$ cat config.mk
export PLATFORM = sky130hd
export DESIGN_NAME = acr_ctrl_regs
export DESIGN_NICKNAME = d
export VERILOG_FILES = /design/src/design/acr_pkg.sv /design/src/design/acr_pin_if.sv /design/src/design/acr_ctrl_regs.sv /design/src/design/acr_irq_pin.sv
export SDC_FILE = /design/constraint.sdc
export NUM_CORES = 1
export LEC_CHECK = 0
export ABC_CLOCK_PERIOD_IN_PS = 3220
export BUFFER_PORTS_ARGS = -buffer_cell sky130_fd_sc_hd__buf_4
export CORE_MARGIN = 3
export CORE_UTILIZATION = 30
export DETAILED_ROUTE_END_ITERATION = 16
export GPL_ROUTABILITY_DRIVEN = 1
export GPL_TIMING_DRIVEN = 0
export PLACE_DENSITY_LB_ADDON = 0.12
export SKIP_CTS_REPAIR_TIMING = 1
export SYNTH_ARGS = -nofsm -noshare
export SYNTH_HDL_FRONTEND = slang
export SYNTH_SLANG_ARGS = --single-unit
$ cat constraint.sdc
create_clock -name clk_sys_i -period 3.22 [get_ports clk_sys_i]
set_input_delay 0.483 -clock clk_sys_i [delete_from_list [all_inputs] [get_ports clk_sys_i]]
set_output_delay 0.483 -clock clk_sys_i [all_outputs]
set_load 0.02 [all_outputs]
$ cat src/design/acr_pkg.sv
// constants and types shared by the accelerometer control register block
package acr_pkg;
   // register addresses
   localparam logic [7:0] ADDR_SELFTEST_RESP = 8'h0C;
   localparam logic [7:0] ADDR_SRC_FUNC = 8'h16;
   localparam logic [7:0] ADDR_SRC_AXIS = 8'h17;
   localparam logic [7:0] ADDR_STATUS = 8'h18;
   localparam logic [7:0] ADDR_IRQ_RELEASE = 8'h1A;
   localparam logic [7:0] ADDR_MAIN_CONTROL = 8'h1B;
   localparam logic [7:0] ADDR_AUX_CONTROL = 8'h1D;
   localparam logic [7:0] ADDR_IRQ_PIN_CONFIG = 8'h1E;
   localparam logic [7:0] ADDR_MOTION_AXIS_EN = 8'h1F;
   // reset values
   localparam logic [7:0] MAIN_CONTROL_RST = 8'h00;
   localparam logic [7:0] AUX_CONTROL_RST = 8'h00;
   localparam logic [7:0] IRQ_PIN_CONFIG_RST = 8'h10;
   localparam logic [7:0] MOTION_AXIS_EN_RST = 8'h3F;
   // writable bits
   localparam logic [7:0] MAIN_WMASK = 8'hFA;
   localparam logic [7:0] RUN_WMASK = 8'h80;
   localparam logic [7:0] AUX_WMASK = 8'h97;
   localparam logic [7:0] PIN_WMASK = 8'h3A;
   localparam logic [7:0] AXIS_WMASK = 8'h3F;
   localparam logic [7:0] BYTE_ZERO = 8'h00;
   // field positions
   localparam int RUN_BIT = 7;
   localparam int PERF_BIT = 6;
   localparam int NEW_SAMPLE_EN_BIT = 5;
   localparam int RANGE_HI_BIT = 4;
   localparam int RANGE_LO_BIT = 3;
   localparam int MOTION_EN_BIT = 1;
   localparam int REBOOT_BIT = 7;
   localparam int SELFTEST_BIT = 4;
   localparam int RATE_HI_BIT = 2;
   localparam int RATE_LO_BIT = 0;
   localparam int PIN_OUT_EN_BIT = 5;
   localparam int PIN_POL_BIT = 4;
   localparam int PIN_PULSE_BIT = 3;
   localparam int ACT_POL_BIT = 1;
   localparam int AXIS_HI_BIT = 5;
   localparam int SRC_NEW_SAMPLE_BIT = 4;
   localparam int SRC_MOTION_BIT = 1;
   localparam int STATUS_IRQ_BIT = 4;
   // self-test response values
   localparam logic [7:0] RESP_IDLE = 8'h55;
   localparam logic [7:0] RESP_TEST = 8'hAA;
   // range and result width codes
   localparam logic [1:0] RANGE_8G_EXT = 2'h3;
   localparam logic [1:0] RES_8BIT = 2'h0;
   localparam logic [1:0] RES_12BIT = 2'h1;
   localparam logic [1:0] RES_14BIT = 2'h2;
   // timing
   localparam longint CLK_FREQ_KHZ = 50000;
   localparam longint PULSE_TIME_NS = 40000;
   localparam int PULSE_CNT_W = 12;
   localparam logic [PULSE_CNT_W-1:0] PULSE_CYCLES =
      PULSE_CNT_W'(PULSE_TIME_NS * CLK_FREQ_KHZ / 1000000);
   // serial link
   localparam logic [3:0] BYTE_BITS = 4'h8;
   localparam logic [3:0] LAST_BIT = 4'h7;
   typedef enum logic [2:0] {
      ACR_ST_IDLE = 3'b000,
      ACR_ST_ADDR = 3'b001,
      ACR_ST_REG = 3'b010,
      ACR_ST_WRITE = 3'b011,
      ACR_ST_READ = 3'b100
   } acr_link_state_t;
endpackage : acr_pkg

$ cat src/design/acr_pin_if.sv
// interrupt pin configuration and events between register file and driver
`timescale 1ns/100ps
interface acr_pin_if;
   logic pin_enable;
   logic pin_polarity;
   logic pin_pulse_mode;
   logic pending;
   logic event_stb;
   logic release_stb;
   modport ctrl (
      output pin_enable,
      output pin_polarity,
      output pin_pulse_mode,
      output pending,
      output event_stb,
      output release_stb
   );
   modport drv (
      input pin_enable,
      input pin_polarity,
      input pin_pulse_mode,
      input pending,
      input event_stb,
      input release_stb
   );
endinterface : acr_pin_if

$ cat src/design/acr_ctrl_regs.sv
// control registers of the accelerometer behind its two-wire serial slave
//
// Notes on behaviour
// run bit selects standby or active operation
// performance bit picks low current or high
// main fields change only while stopped
// new-sample interrupt only when its enable set
// range code picks 2, 4 or 8 g
// 14-bit results need code 11 and full power
// motion-detect function follows its enable bit
// aux control written only while stopped
// reboot bit reads one until reboot ends
// self-test bit arms 0xAA, response read clears
// three bits set the motion sample rate
// pin config written only while stopped
// pin enable bit gates the interrupt output
// polarity bit, active high after reset
// pin latches until release or pulses once
// actuation polarity bit: negative or positive
// six axis enables, all set, stopped-only writes
// release read clears sources and latched pin
// response reads 0x55 unless self-test armed
// protected writes while running are dropped
// reserved bits read zero, ignore writes
`timescale 1ns/100ps
module acr_ctrl_regs #(
   // slave address on the link; value is arbitrary
   parameter logic [6:0] DEV_ADDR = 7'h2A,
   parameter int REBOOT_CYCLES = 64
) (
   input wire logic clk_sys_i,
   input wire logic rst_i,
   input wire logic scl_i,
   input wire logic sda_i,
   output logic sda_o,
   output logic sda_oe_n_o,
   input wire logic new_sample_i,
   input wire logic [5:0] motion_event_i,
   output logic irq_o,
   output logic run_o,
   output logic performance_o,
   output logic bandwidth_half_rate_o,
   output logic [1:0] range_o,
   output logic [1:0] result_width_o,
   output logic motion_detect_enable_o,
   output logic [2:0] motion_rate_o,
   output logic actuation_polarity_o,
   output logic reboot_busy_o
);
   // link synchronisers; stage one is read by stage two only
   logic scl_s1, scl_s2, scl_s3;
   logic sda_s1, sda_s2, sda_s3;
   logic scl_rise, scl_fall, start_seen, stop_seen;

   acr_pkg::acr_link_state_t state_reg, state_next;
   logic [3:0] bit_cnt_reg, bit_cnt_next;
   logic [7:0] shift_reg, shift_next;
   logic [7:0] ptr_reg, ptr_next;
   logic [7:0] wr_data_reg, wr_data_next;
   logic [7:0] rd_addr_reg, rd_addr_next;
   logic ack_ph_reg, ack_ph_next;
   logic drive_reg, drive_next;
   logic nack_reg, nack_next;
   logic wr_stb_reg, wr_stb_next;
   logic rd_stb_reg, rd_stb_next;
   logic [7:0] ptr_inc, rd_cur, rd_inc;

   logic [7:0] main_reg, main_next;
   logic [7:0] aux_reg, aux_next;
   logic [7:0] pin_reg, pin_next;
   logic [7:0] axis_reg, axis_next;
   logic [7:0] src_func_reg, src_func_next;
   logic [7:0] src_axis_reg, src_axis_next;
   logic [15:0] reboot_cnt_reg, reboot_cnt_next;
   logic [1:0] width_reg, width_next;
   logic event_reg, event_next;
   logic release_reg, release_next;
   logic [7:0] axis_hits;
   logic running, wr_ok;

   function automatic logic [7:0] read_value(input logic [7:0] a);
      logic [7:0] v;
      v = acr_pkg::BYTE_ZERO;
      if (a == acr_pkg::ADDR_SELFTEST_RESP)
      begin
         v = aux_reg[acr_pkg::SELFTEST_BIT] ? acr_pkg::RESP_TEST
                                            : acr_pkg::RESP_IDLE;
      end
      else if (a == acr_pkg::ADDR_SRC_FUNC)
      begin
         v = src_func_reg;
      end
      else if (a == acr_pkg::ADDR_SRC_AXIS)
      begin
         v = src_axis_reg;
      end
      else if (a == acr_pkg::ADDR_STATUS)
      begin
         v[acr_pkg::STATUS_IRQ_BIT] = |src_func_reg;
      end
      else if (a == acr_pkg::ADDR_MAIN_CONTROL)
      begin
         v = main_reg;
      end
      else if (a == acr_pkg::ADDR_AUX_CONTROL)
      begin
         v = aux_reg;
      end
      else if (a == acr_pkg::ADDR_IRQ_PIN_CONFIG)
      begin
         v = pin_reg;
      end
      else if (a == acr_pkg::ADDR_MOTION_AXIS_EN)
      begin
         v = axis_reg;
      end
      return v;
   endfunction : read_value

   always_ff @(posedge clk_sys_i)
   begin
      if (rst_i)
      begin
         {scl_s1, scl_s2, scl_s3} <= 3'h7;
         {sda_s1, sda_s2, sda_s3} <= 3'h7;
      end
      else
      begin
         {scl_s1, scl_s2, scl_s3} <= {scl_i, scl_s1, scl_s2};
         {sda_s1, sda_s2, sda_s3} <= {sda_i, sda_s1, sda_s2};
      end
   end

   assign scl_rise = scl_s2 & ~scl_s3;
   assign scl_fall = ~scl_s2 & scl_s3;
   assign start_seen = scl_s2 & scl_s3 & sda_s3 & ~sda_s2;
   assign stop_seen = scl_s2 & scl_s3 & ~sda_s3 & sda_s2;
   assign ptr_inc = ptr_reg + 8'h01;
   assign rd_cur = read_value(ptr_reg);
   assign rd_inc = read_value(ptr_inc);

   // sample on scl rise, change sda on scl fall
   always_comb
   begin
      state_next = state_reg;
      bit_cnt_next = bit_cnt_reg;
      shift_next = shift_reg;
      ptr_next = ptr_reg;
      wr_data_next = wr_data_reg;
      rd_addr_next = rd_addr_reg;
      ack_ph_next = ack_ph_reg;
      drive_next = drive_reg;
      nack_next = nack_reg;
      wr_stb_next = 1'b0;
      rd_stb_next = 1'b0;
      if (stop_seen)
      begin
         state_next = acr_pkg::ACR_ST_IDLE;
         drive_next = 1'b0;
      end
      else if (start_seen)
      begin
         state_next = acr_pkg::ACR_ST_ADDR;
         bit_cnt_next = '0;
         ack_ph_next = 1'b0;
         drive_next = 1'b0;
      end
      else
      begin
         case (state_reg)
            acr_pkg::ACR_ST_ADDR,
            acr_pkg::ACR_ST_REG,
            acr_pkg::ACR_ST_WRITE:
            begin
               if (!ack_ph_reg)
               begin
                  if (scl_rise && bit_cnt_reg != acr_pkg::BYTE_BITS)
                  begin
                     shift_next = {shift_reg[6:0], sda_s2};
                     bit_cnt_next = bit_cnt_reg + 4'h1;
                  end
                  if (scl_fall && bit_cnt_reg == acr_pkg::BYTE_BITS)
                  begin
                     bit_cnt_next = '0;
                     ack_ph_next = 1'b1;
                     drive_next = 1'b1;
                     if (state_reg == acr_pkg::ACR_ST_ADDR &&
                         shift_reg[7:1] != DEV_ADDR)
                     begin
                        state_next = acr_pkg::ACR_ST_IDLE;
                        drive_next = 1'b0;
                     end
                     if (state_reg == acr_pkg::ACR_ST_REG)
                     begin
                        ptr_next = shift_reg;
                     end
                     if (state_reg == acr_pkg::ACR_ST_WRITE)
                     begin
                        wr_stb_next = 1'b1;
                        wr_data_next = shift_reg;
                     end
                  end
               end
               else if (scl_fall)
               begin
                  ack_ph_next = 1'b0;
                  drive_next = 1'b0;
                  if (state_reg == acr_pkg::ACR_ST_WRITE)
                  begin
                     ptr_next = ptr_inc;
                  end
                  else if (state_reg == acr_pkg::ACR_ST_REG)
                  begin
                     state_next = acr_pkg::ACR_ST_WRITE;
                  end
                  else if (shift_reg[0])
                  begin
                     state_next = acr_pkg::ACR_ST_READ;
                     shift_next = rd_cur;
                     drive_next = ~rd_cur[7];
                     rd_stb_next = 1'b1;
                     rd_addr_next = ptr_reg;
                  end
                  else
                  begin
                     state_next = acr_pkg::ACR_ST_REG;
                  end
               end
            end
            acr_pkg::ACR_ST_READ:
            begin
               if (!ack_ph_reg && scl_fall)
               begin
                  if (bit_cnt_reg == acr_pkg::LAST_BIT)
                  begin
                     bit_cnt_next = '0;
                     ack_ph_next = 1'b1;
                     drive_next = 1'b0;
                  end
                  else
                  begin
                     bit_cnt_next = bit_cnt_reg + 4'h1;
                     shift_next = {shift_reg[6:0], 1'b0};
                     drive_next = ~shift_reg[6];
                  end
               end
               else if (ack_ph_reg && scl_rise)
               begin
                  nack_next = sda_s2;
               end
               else if (ack_ph_reg && scl_fall)
               begin
                  ack_ph_next = 1'b0;
                  if (nack_reg)
                  begin
                     state_next = acr_pkg::ACR_ST_IDLE;
                  end
                  else
                  begin
                     ptr_next = ptr_inc;
                     shift_next = rd_inc;
                     drive_next = ~rd_inc[7];
                     rd_stb_next = 1'b1;
                     rd_addr_next = ptr_inc;
                  end
               end
            end
            default:
            begin
               drive_next = 1'b0;
            end
         endcase
      end
   end

   always_ff @(posedge clk_sys_i)
   begin
      if (rst_i)
      begin
         state_reg <= acr_pkg::ACR_ST_IDLE;
         bit_cnt_reg <= '0;
         shift_reg <= acr_pkg::BYTE_ZERO;
         ptr_reg <= acr_pkg::BYTE_ZERO;
         wr_data_reg <= acr_pkg::BYTE_ZERO;
         rd_addr_reg <= acr_pkg::BYTE_ZERO;
         ack_ph_reg <= 1'b0;
         drive_reg <= 1'b0;
         nack_reg <= 1'b0;
         wr_stb_reg <= 1'b0;
         rd_stb_reg <= 1'b0;
      end
      else
      begin
         state_reg <= state_next;
         bit_cnt_reg <= bit_cnt_next;
         shift_reg <= shift_next;
         ptr_reg <= ptr_next;
         wr_data_reg <= wr_data_next;
         rd_addr_reg <= rd_addr_next;
         ack_ph_reg <= ack_ph_next;
         drive_reg <= drive_next;
         nack_reg <= nack_next;
         wr_stb_reg <= wr_stb_next;
         rd_stb_reg <= rd_stb_next;
      end
   end

   assign running = main_reg[acr_pkg::RUN_BIT];
   // stopped-only fields; the host must clear run first
   assign wr_ok = wr_stb_reg && !running;
   assign axis_hits = {2'h0, motion_event_i} & axis_reg;

   // register file, interrupt sources, reboot
   always_comb
   begin
      main_next = main_reg;
      aux_next = aux_reg;
      pin_next = pin_reg;
      axis_next = axis_reg;
      src_func_next = src_func_reg;
      src_axis_next = src_axis_reg;
      reboot_cnt_next = reboot_cnt_reg;
      event_next = 1'b0;
      release_next = 1'b0;
      if (wr_stb_reg && ptr_reg == acr_pkg::ADDR_MAIN_CONTROL)
      begin
         if (running)
         begin
            main_next = (main_reg & ~acr_pkg::RUN_WMASK) |
                        (wr_data_reg & acr_pkg::RUN_WMASK);
         end
         else
         begin
            main_next = wr_data_reg & acr_pkg::MAIN_WMASK;
         end
      end
      if (wr_ok && ptr_reg == acr_pkg::ADDR_AUX_CONTROL)
      begin
         aux_next = wr_data_reg & acr_pkg::AUX_WMASK;
      end
      if (wr_ok && ptr_reg == acr_pkg::ADDR_IRQ_PIN_CONFIG)
      begin
         pin_next = wr_data_reg & acr_pkg::PIN_WMASK;
      end
      if (wr_ok && ptr_reg == acr_pkg::ADDR_MOTION_AXIS_EN)
      begin
         axis_next = wr_data_reg & acr_pkg::AXIS_WMASK;
      end
      if (rd_stb_reg && rd_addr_reg == acr_pkg::ADDR_SELFTEST_RESP)
      begin
         aux_next[acr_pkg::SELFTEST_BIT] = 1'b0;
      end
      if (rd_stb_reg && rd_addr_reg == acr_pkg::ADDR_IRQ_RELEASE)
      begin
         src_func_next = acr_pkg::BYTE_ZERO;
         src_axis_next = acr_pkg::BYTE_ZERO;
         release_next = 1'b1;
      end
      // set after clear: a coincident event survives
      if (running && main_reg[acr_pkg::NEW_SAMPLE_EN_BIT] && new_sample_i)
      begin
         src_func_next[acr_pkg::SRC_NEW_SAMPLE_BIT] = 1'b1;
         event_next = 1'b1;
      end
      if (running && main_reg[acr_pkg::MOTION_EN_BIT] && |axis_hits)
      begin
         src_func_next[acr_pkg::SRC_MOTION_BIT] = 1'b1;
         src_axis_next = src_axis_next | axis_hits;
         event_next = 1'b1;
      end
      // reboot reloads defaults; bit stays set while counting
      reboot_cnt_next = '0;
      if (aux_reg[acr_pkg::REBOOT_BIT])
      begin
         reboot_cnt_next = reboot_cnt_reg + 16'h0001;
         if (reboot_cnt_reg == 16'(REBOOT_CYCLES - 1))
         begin
            main_next = acr_pkg::MAIN_CONTROL_RST;
            aux_next = acr_pkg::AUX_CONTROL_RST;
            pin_next = acr_pkg::IRQ_PIN_CONFIG_RST;
            axis_next = acr_pkg::MOTION_AXIS_EN_RST;
            reboot_cnt_next = '0;
         end
      end
      // 14-bit needs code 11 and full power
      if (!main_next[acr_pkg::PERF_BIT])
      begin
         width_next = acr_pkg::RES_8BIT;
      end
      else if (main_next[acr_pkg::RANGE_HI_BIT:acr_pkg::RANGE_LO_BIT] ==
               acr_pkg::RANGE_8G_EXT)
      begin
         width_next = acr_pkg::RES_14BIT;
      end
      else
      begin
         width_next = acr_pkg::RES_12BIT;
      end
   end

   always_ff @(posedge clk_sys_i)
   begin
      if (rst_i)
      begin
         main_reg <= acr_pkg::MAIN_CONTROL_RST;
         aux_reg <= acr_pkg::AUX_CONTROL_RST;
         pin_reg <= acr_pkg::IRQ_PIN_CONFIG_RST;
         axis_reg <= acr_pkg::MOTION_AXIS_EN_RST;
         src_func_reg <= acr_pkg::BYTE_ZERO;
         src_axis_reg <= acr_pkg::BYTE_ZERO;
         reboot_cnt_reg <= '0;
         width_reg <= acr_pkg::RES_8BIT;
         event_reg <= 1'b0;
         release_reg <= 1'b0;
      end
      else
      begin
         main_reg <= main_next;
         aux_reg <= aux_next;
         pin_reg <= pin_next;
         axis_reg <= axis_next;
         src_func_reg <= src_func_next;
         src_axis_reg <= src_axis_next;
         reboot_cnt_reg <= reboot_cnt_next;
         width_reg <= width_next;
         event_reg <= event_next;
         release_reg <= release_next;
      end
   end

   acr_pin_if pin_bus ();
   assign pin_bus.pin_enable = pin_reg[acr_pkg::PIN_OUT_EN_BIT];
   assign pin_bus.pin_polarity = pin_reg[acr_pkg::PIN_POL_BIT];
   assign pin_bus.pin_pulse_mode = pin_reg[acr_pkg::PIN_PULSE_BIT];
   assign pin_bus.pending = |src_func_reg;
   assign pin_bus.event_stb = event_reg;
   assign pin_bus.release_stb = release_reg;

   acr_irq_pin u_irq_pin (
      .clk_sys_i(clk_sys_i),
      .rst_i(rst_i),
      .pin(pin_bus),
      .irq_o(irq_o)
   );

   assign sda_o = 1'b0;
   assign sda_oe_n_o = ~drive_reg;
   assign run_o = main_reg[acr_pkg::RUN_BIT];
   assign performance_o = main_reg[acr_pkg::PERF_BIT];
   assign bandwidth_half_rate_o = main_reg[acr_pkg::PERF_BIT];
   assign range_o =
      main_reg[acr_pkg::RANGE_HI_BIT:acr_pkg::RANGE_LO_BIT];
   assign result_width_o = width_reg;
   assign motion_detect_enable_o = main_reg[acr_pkg::MOTION_EN_BIT];
   assign motion_rate_o =
      aux_reg[acr_pkg::RATE_HI_BIT:acr_pkg::RATE_LO_BIT];
   assign actuation_polarity_o = pin_reg[acr_pkg::ACT_POL_BIT];
   assign reboot_busy_o = aux_reg[acr_pkg::REBOOT_BIT];
endmodule : acr_ctrl_regs

$ cat src/design/acr_irq_pin.sv
// physical interrupt pin driver: latch or single pulse, polarity, enable
`timescale 1ns/100ps
module acr_irq_pin (
   input wire logic clk_sys_i,
   input wire logic rst_i,
   acr_pin_if.drv pin,
   output logic irq_o
);
   logic [acr_pkg::PULSE_CNT_W-1:0] cnt_reg;
   logic [acr_pkg::PULSE_CNT_W-1:0] cnt_next;
   logic fired_reg;
   logic fired_next;
   logic irq_reg;
   logic irq_next;
   logic active;

   always_comb
   begin
      cnt_next = cnt_reg;
      fired_next = fired_reg;
      if (cnt_reg != '0)
      begin
         cnt_next = cnt_reg - 1'b1;
      end
      if (pin.release_stb)
      begin
         fired_next = 1'b0;
      end
      // one pulse per release; event in release cycle wins
      if (pin.event_stb && pin.pin_pulse_mode &&
          (!fired_reg || pin.release_stb))
      begin
         cnt_next = acr_pkg::PULSE_CYCLES;
         fired_next = 1'b1;
      end
      active = pin.pin_pulse_mode ? (cnt_reg != '0) : pin.pending;
      // disabled pin rests at its inactive level
      if (pin.pin_enable && active)
      begin
         irq_next = pin.pin_polarity;
      end
      else
      begin
         irq_next = ~pin.pin_polarity;
      end
   end

   always_ff @(posedge clk_sys_i)
   begin
      if (rst_i)
      begin
         cnt_reg <= '0;
         fired_reg <= 1'b0;
         irq_reg <= 1'b0;
      end
      else
      begin
         cnt_reg <= cnt_next;
         fired_reg <= fired_next;
         irq_reg <= irq_next;
      end
   end

   assign irq_o = irq_reg;
endmodule : acr_irq_pin

==> results by group, run 1 <==
Status
  • Outcome: completed

Worst setup path
  • CP top delay family: buffers and inverters
  • R2r setup slk: 0.17 ns
  • CP dominant cell by count: clkbuf_1
  • Worst Setup SP: ptr_reg[1]
  • Slowest stage delay, CP: about 0.42 ns
  • Crit path capture type: register
  • Buffers plus inverters on the worst setup path: 5
  • CP endpoint: shift_reg[5]
  • Slowest-stage cell, CP: clkbuf_1
  • Worst reg2reg path depth: 12
  • Crit-path cells: buf_4 -> inv_1 -> ha_1 -> clkbuf_1 -> clkbuf_1 -> clkbuf_1 -> nand2_1 -> o21ai_0 -> nand2_1 -> a31oi_1 -> nor2_1 -> a31oi_1
  • Critical path peak fanout: 10
  • Critical R2R Capture: shift_reg[5]
  • Worst EP arrival: between 3 and 4 ns
  • Critical Path RT: around 3.6 ns
  • Critical R2R Launch: ptr_reg[1]
  • Critical path depth: 12
  • Worst Path Class, Setup: reg2reg
  • Critical path launch point type: register

Route
  • WL per Instance: 19.0 um
  • Iter 0 DRT Violations: between 400 and 500
  • Via count: between 6000 and 7000
  • DRC violations left: 0
  • Antenna-violating nets left: 0
  • Vias/cell: around 5.4
  • Drt pass-1 iters: 5
  • Final wirelength: roughly 24000 um

Clock network
  • Clock-pin slew on the worst setup and hold paths: about 0.060 ns
  • Worst skew pair latency: 0.42 ns
  • Root buffer selected by CTS: clkbuf_16
  • Clock Sinks: ~120
  • Clk buf depth: 2
  • Total CTS buffers: 17
  • H-tree Lvls: 4
  • CTS tree: built

STA
  • Final Hold Viols: 0
  • Max Fclk: around 330 MHz
  • Hold_ws: 0.244 ns
  • Max-slew violations: 0
  • Crit path setup slack, layout: 0.165 ns
  • Final period util: a little over nine tenths
  • Setup-failing EPs final: 0
  • Clock skew: 0.00862 ns
  • RSZ-0062 raised after global routing: false
  • Slew @ Worst Pin: roughly 0.95 ns
  • Setup TNS: 0 ns
  • Max-slew headroom: between 30% and 40%
  • Min Clock Period, post-route: 3.05 ns

Global route
  • Vias in the first global route: about 6400
  • GRT Overall Usage: around a fifth
  • GR Overflow Total: 0
  • Global-route wire length before repair: 37600 um
  • Largest net degree at the start of global routing: 17
  • Initial antenna violation count: 0

Placed design
  • Area of placed instances: between 7000 and 8000 um^2
  • IO buf count: 25
  • RePlAce Congestion: 0.927
  • DP HPWL: 18100 um
  • Setup WS pre-CTS: -0.0989 ns
  • Cells after DPL: approximately 1200

Floorplanning
  • Die height: about 160 um
  • CORE AREA: 23000 um^2
  • Die area: between 20000 and 30000 um^2
  • Initial Util: 31.0%
  • Cell Rows: 55
  • Die width: roughly 160 um
  • Ports: 27

Flow run
  • Maxcap violations: 0

Logic synthesis
  • Prevailing post-synth register cell: dfxtp_1
  • Syn avg cell area: 7.91 um^2
  • Post-Syn Nets: around 920
  • Post-synthesis cell type count: a little under 90
  • Synth warn: 0
  • Synth Instances: between 900 and 1000
  • Sequential area share after synthesis: approximately a third
  • Register bit total from synthesis: around 120
  • EDFF count, synth: 0
  • Asr flop ratio synth: 0%
  • Area of the mapped netlist: 7130 um^2
  • Top post-synthesis cells by area: dfxtp_1, nand2_1, nor2_1
  • Synth area leader: dfxtp_1
  • Top-area cell type share of the netlist area: 34.8%

Finish
  • Synth-to-Final Area Change: 17.6%
  • Design Area, Final: roughly 8400 um^2
  • Final #Nets: between 900 and 1000
  • FILL cells: approximately 2500
  • N_diodes: 0
  • Max FFs per register: 16
  • Proportion of layout cells with a drive suffix above 1: between 10% and 20%
  • Non-Filler Instances: approximately 1300
  • Post-Route Utilization: between 30% and 40%

Power and ir drop
  • Peak supply drop: roughly 0.00031 V
  • Leak: approximately 3 nW
  • Pwr/cell area: 522 nW/um^2
  • Power Total: around 4.4 mW

Worst hold path
  • Hold Crit Class: in2reg
  • Hold path start: sda_i
## worst reg2reg max path, delay by kind of cell (launching register included)
family                     cells  cell delay (ns)
buffers and inverters          5             1.48
AOI/OAI and AO/OA              3             0.53
and+or+nand+nor                3             0.27
adders and majority gates      1             0.36
DFF                            1             0.34
## power by group
part,internal [mW],switching [mW],leakage (nW)
logic,0.216,0.268,1.73
clock network,1.42,0.778,0.317
registers,1.61,0.0740,1.00
total,3.25,1.12,3.05
## worst min-delay path by stage
stage                  end  slack, ns  cells past startpoint
floorplan           scl_s2       0.39                      1
global route        scl_s1       0.24                      2
CTS                 sda_s1       0.23                      2
finish              sda_s1       0.24                      2
global placement    sda_s2       0.39                      1
detailed placement  scl_s2       0.40                      1
## cell families after synthesis
logic type,count (synthesis),share of synthesized area [%]
mux,20,2.83
simple gates,397,28.6
flops,124,34.8
buf+inv,79,5.35
compound gates,242,23.1
fa+ha+maj,10,1.72
other cells,1,0.0526
xor+xnor,28,3.44
## metal layers
metal	track usage, %	vias to the layer above	wire [um]
met3	2.52	26	1020
li1	-	3367	-
met1	26.3	3306	11900
met4	6.19	0	499
met2	29.2	158	10700
met5	0	-	0
## placed cells by master, fill, tap and decap left out, drive strengths merged, types with 13 or more instances in the layout
master / instances
a211oi: 13
a21oi: 66
a22oi: 13
a32oi: 14
and3: 20
buf: 55
clkbuf: 57
dfxtp: 124
inv: 13
mux2i: 19
nand2: 105
nand2b: 13
nand3: 47
nor2: 103
nor2b: 14
nor3: 18
o21ai: 50
xnor2: 14
xor2: 14
## layout make-up
cell class | instances | area [um^2] | area share (%)
Timing Repair Buffer | 25 | 188 | 2.24
Tap cell | 313 | 392 | 4.67
Sequential cell | 124 | 2480 | 29.6
Inverter | 12 | 45.0 | 0.537
Multi-Input combinational cell | 698 | 4270 | 51.0
Clock inverter | 12 | 209 | 2.49
Clock buffer | 20 | 457 | 5.45
Buffer | 67 | 339 | 4.04
## synth_stat cells (3+ instances only)
master and n:
dfxtp_1 124, nand2_1 104, nor2_1 101, a21oi_1 66, o21ai_0 48, nand3_1 46
clkbuf_1 36, and3_1 20, mux2i_1 19, nor3_1 18, a32oi_1 14, xnor2_1 14
xor2_1 14, a22oi_1 13, buf_2 13, nor2b_1 13, a211oi_1 12, buf_4 12
nand2b_1 12, inv_1 11, a31oi_1 9, ha_1 9, nor3b_1 9, o211ai_1 9
a311oi_1 8, or2_2 8, or3_1 8, and2_1 7, a21o_1 6, or4_1 6
nand3b_1 5, a2bb2oi_1 4, and3b_1 4, nand4_1 4, nand4b_1 4, nor4_1 4
o21bai_1 4, o221ai_1 4, o31ai_1 4, a221o_1 3, buf_6 3, o211a_1 3
o22ai_1 3
Note: power is estimated with default switching activity, not from simulation.
==> inputs of run 2 (changes only) <==
--- a/config.mk
+++ b/config.mk
@@ -5,15 +5,16 @@
 export SDC_FILE = /design/constraint.sdc
 export NUM_CORES = 1
 export LEC_CHECK = 0
-export ABC_CLOCK_PERIOD_IN_PS = 3220
+export ABC_CLOCK_PERIOD_IN_PS = 3200
 export BUFFER_PORTS_ARGS = -buffer_cell sky130_fd_sc_hd__buf_4
 export CORE_MARGIN = 3
 export CORE_UTILIZATION = 30
 export DETAILED_ROUTE_END_ITERATION = 16
 export GPL_ROUTABILITY_DRIVEN = 1
-export GPL_TIMING_DRIVEN = 0
+export GPL_TIMING_DRIVEN = 1
 export PLACE_DENSITY_LB_ADDON = 0.12
 export SKIP_CTS_REPAIR_TIMING = 1
+export SLEW_MARGIN = 10
 export SYNTH_ARGS = -nofsm -noshare
 export SYNTH_HDL_FRONTEND = slang
 export SYNTH_SLANG_ARGS = --single-unit
==> constraint.sdc (replaced) <==
create_clock -name clk_sys_i -period 3.2 [get_ports clk_sys_i]
set_input_delay 0.48 -clock clk_sys_i [delete_from_list [all_inputs] [get_ports clk_sys_i]]
set_output_delay 0.48 -clock clk_sys_i [all_outputs]
set_load 0.02 [all_outputs]
==> run 2 against run 1 <==
Fmax is 11% higher. Sequential cell count stayed put. Die area stayed put. Hold slack better by 0.0056 ns. Clock-buffer cell count is 2 lower. Sequential power hardly changed. Via count is 2.6% lower. Core utilization is 0.82 points lower. Non-clock buffer count is 34 lower. Global-route usage is 0.94 points lower. Combinational power is 4% lower. Power is 7.2% lower. Critical endpoint is now shift_reg[4]. Largest cell class unchanged. Largest power group unchanged.
==> results by group, run 2 (same netlist as run 1, synthesis figures left out) <==
Worst setup path
  • Crit path capture type: register (unchanged)
  • Critical path peak fanout: 12 (was 10)
  • Worst reg2reg path depth: 8 (was 12)
  • Critical R2R Launch: ptr_reg[0] (was ptr_reg[1])
  • Worst Path Class, Setup: reg2reg (unchanged)
  • R2r setup slk: 0.44 ns (was 0.17 ns)
  • Critical path launch point type: register (unchanged)
  • Critical R2R Capture: shift_reg[4] (was shift_reg[5])
  • Worst EP arrival: 3.08 ns (was 3.40 ns)
  • Critical Path RT: 3.52 ns (was 3.57 ns)

Global route
  • Vias in the first global route: 6426 (was 6397)
  • Largest net degree at the start of global routing: 69 (was 17)
  • GRT Overall Usage: 17.7% (was 18.6%)
  • Global-route wire length before repair: 36500 um (was 37600 um)
  • Initial antenna violation count: 0 (unchanged)
  • GR Overflow Total: 0 (unchanged)

STA
  • Setup-failing EPs final: 0 (unchanged)
  • Final Hold Viols: 0 (unchanged)
  • Min Clock Period, post-route: 2.76 ns (was 3.05 ns)
  • Slew @ Worst Pin: 0.742 ns (was 0.948 ns)
  • Final period util: 86.2% (was 94.9%)
  • RSZ-0062 raised after global routing: false (unchanged)
  • Max Fclk: 362 MHz (was 327 MHz)
  • Clock skew: 0.0106 ns (was 0.00862 ns)
  • Setup TNS: 0 ns (unchanged)
  • Max-slew headroom: 50.6% (was 36.3%)
  • Max-slew violations: 0 (unchanged)

Route
  • Antenna-violating nets left: 0 (unchanged)
  • WL per Instance: 18.1 um (was 19.0 um)
  • DRC violations left: 0 (unchanged)
  • Iter 0 DRT Violations: 574 (was 483)
  • Vias/cell: 5.40 (was 5.39)
  • Drt pass-1 iters: 5 (unchanged)
  • Via count: 6680 (was 6857)
  • Final wirelength: 22400 um (was 24100 um)

Floorplanning
  • Cell Rows: 55 (unchanged)
  • Initial Util: 31.0% (unchanged)
  • Die height: 160 um (unchanged)
  • Die width: 160 um (unchanged)
  • CORE AREA: 23000 um^2 (unchanged)
  • Die area: 25600 um^2 (unchanged)
  • Ports: 27 (unchanged)

Finish
  • Max FFs per register: 16 (unchanged)
  • Proportion of layout cells with a drive suffix above 1: 13.0% (was 12.3%)
  • N_diodes: 0 (unchanged)
  • Commonest cells after routing, fill and taps aside: dfxtp_1, nand2_1, nor2_1, a21oi_1, buf_4 (was dfxtp_1, nand2_1, nor2_1, a21oi_1, o21ai_0)
  • Most common cell after layout, fill and taps aside: dfxtp_1 (unchanged)
  • Register area: 2480 um^2 (unchanged)
  • FILL cells: 2479 (was 2522)
  • Synth-to-Final Area Change: 15.0% (was 17.6%)
  • Multi-input logic area: 4280 um^2 (was 4270 um^2)
  • Final #Nets: 931 (was 965)

Clock network
  • CTS tree: built (unchanged)
  • Clock-pin slew on the worst setup and hold paths: 0.06 ns (about the same)
  • Clk buf depth: 2 (unchanged)
  • Root buffer selected by CTS: clkbuf_16 (unchanged)
  • Worst skew pair latency: 0.42 ns (about the same)
  • Clock Sinks: 124 (unchanged)
  • H-tree Lvls: 4 (unchanged)
  • Total CTS buffers: 17 (unchanged)

Worst hold path
  • Hold path start: sda_i (unchanged)
  • Hold Crit Class: in2reg (unchanged)
  • Hold depth: 2 (unchanged)
  • Endpoint, Worst Hold: sda_s1 (unchanged)

Power and ir drop
  • Power Total: 4.06 mW (was 4.37 mW)
  • Sw Pwr: 1.14 mW (was 1.12 mW)
  • Logic pwr share: 11.5% (was 11.1%)
  • Pwr/cell area: 495 nW/um^2 (was 522 nW/um^2)
  • Clock network power share: 46.6% (was 50.4%)
  • Peak supply drop: 0.000321 V (was 0.000307 V)
  • Net Sw Frac: 28.0% (was 25.6%)
  • Leak: 2.96 nW (was 3.05 nW)
  • Int Power: 2.92 mW (was 3.25 mW)
  • Sequential Power Share: 42.0% (was 38.6%)

Placed design
  • RePlAce Congestion: 0.982 (was 0.927)
  • DP HPWL: 16300 um (was 18100 um)
  • IO buf count: 25 (unchanged)

Flow run
  • Maxcap violations: 0 (unchanged)

Status
  • Outcome: completed (unchanged)
-- run 2: cell count changes in the layout (fill, tap and decap cells not counted), moves of 3 or more --
cell,before,now
bufinv_16,5,1
inv_6,2,5
buf_6,3,0
buf_4,37,58
clkbuf_2,3,0
clkbuf_1,35,1
buf_2,13,0
-- run 2: layout make-up --
class / count / area share (%)
Timing Repair Buffer: 58 / 5.31
Tap cell: 313 / 4.78
Clock inverter: 14 / 1.68
Sequential cell: 124 / 30.3
Inverter: 12 / 0.550
Multi-Input combinational cell: 698 / 52.2
Clock buffer: 18 / 5.24
-- run 2: worst max path at each step --
stage	cells after the start	slack, ns	start	end
final	8	0.44	ptr_reg[0]	shift_reg[4]
after global routing	7	0.17	ptr_reg[0]	shift_reg[1]
after CTS	8	0.46	ptr_reg[0]	shift_reg[4]
after detailed placement	9	0.50	ptr_reg[0]	shift_reg[3]
after global placement	8	0.51	ptr_reg[0]	shift_reg[5]
after floorplan	12	0.86	ptr_reg[0]	shift_reg[6]
-- run 2: metrics by stage --
step                      hold slack, ns  util [%]  cell area [um^2]  setup slack [ns]  std cells
after global routing               0.246      35.7              8200             0.175       1237
after global placement             0.393      33.2              7630             0.508       1205
after floorplan                    0.389         -              7130             0.858        901
final                              0.249      35.7              8200             0.441       1237
after CTS                          0.233      35.7              8200             0.455       1237
after detailed placement           0.395      33.2              7630             0.502       1205
-- run 2: per-layer routing --
metal / share of wire, % / GRT usage (%) / up-vias / wire, um
met1: 49 / 25.5 / 3158 / 11000
met4: 2.7 / 6.71 / 0 / 611
li1: - / - / 3293 / -
met3: 4.1 / 2.33 / 42 / 911
met5: 0 / 0 / - / 0
met2: 44 / 26.8 / 187 / 9820
-- run 2: worst max-delay path, cell delays in order, from the launching register on --
cell and delay (ns):
dfxtp_1 0.33, ha_1 0.40, nand3_2 0.29, xnor2_1 0.25
a211oi_4 0.42, o211ai_1 0.16, a311oi_1 0.30, o221ai_1 0.21
a311oi_1 0.29
-- run 2: power by group through the flow --
stage / logic, mW / registers (mW) / clock network (mW)
2_1_floorplan: 0.393 / 1.71 / 0
3_3_place_gp: 0.470 / 1.74 / 0
3_5_place_dp: 0.469 / 1.74 / 0
4_1_cts: 0.473 / 1.70 / 1.94
5_1_grt: 0.537 / 1.72 / 2.00
6_report: 0.465 / 1.70 / 1.89
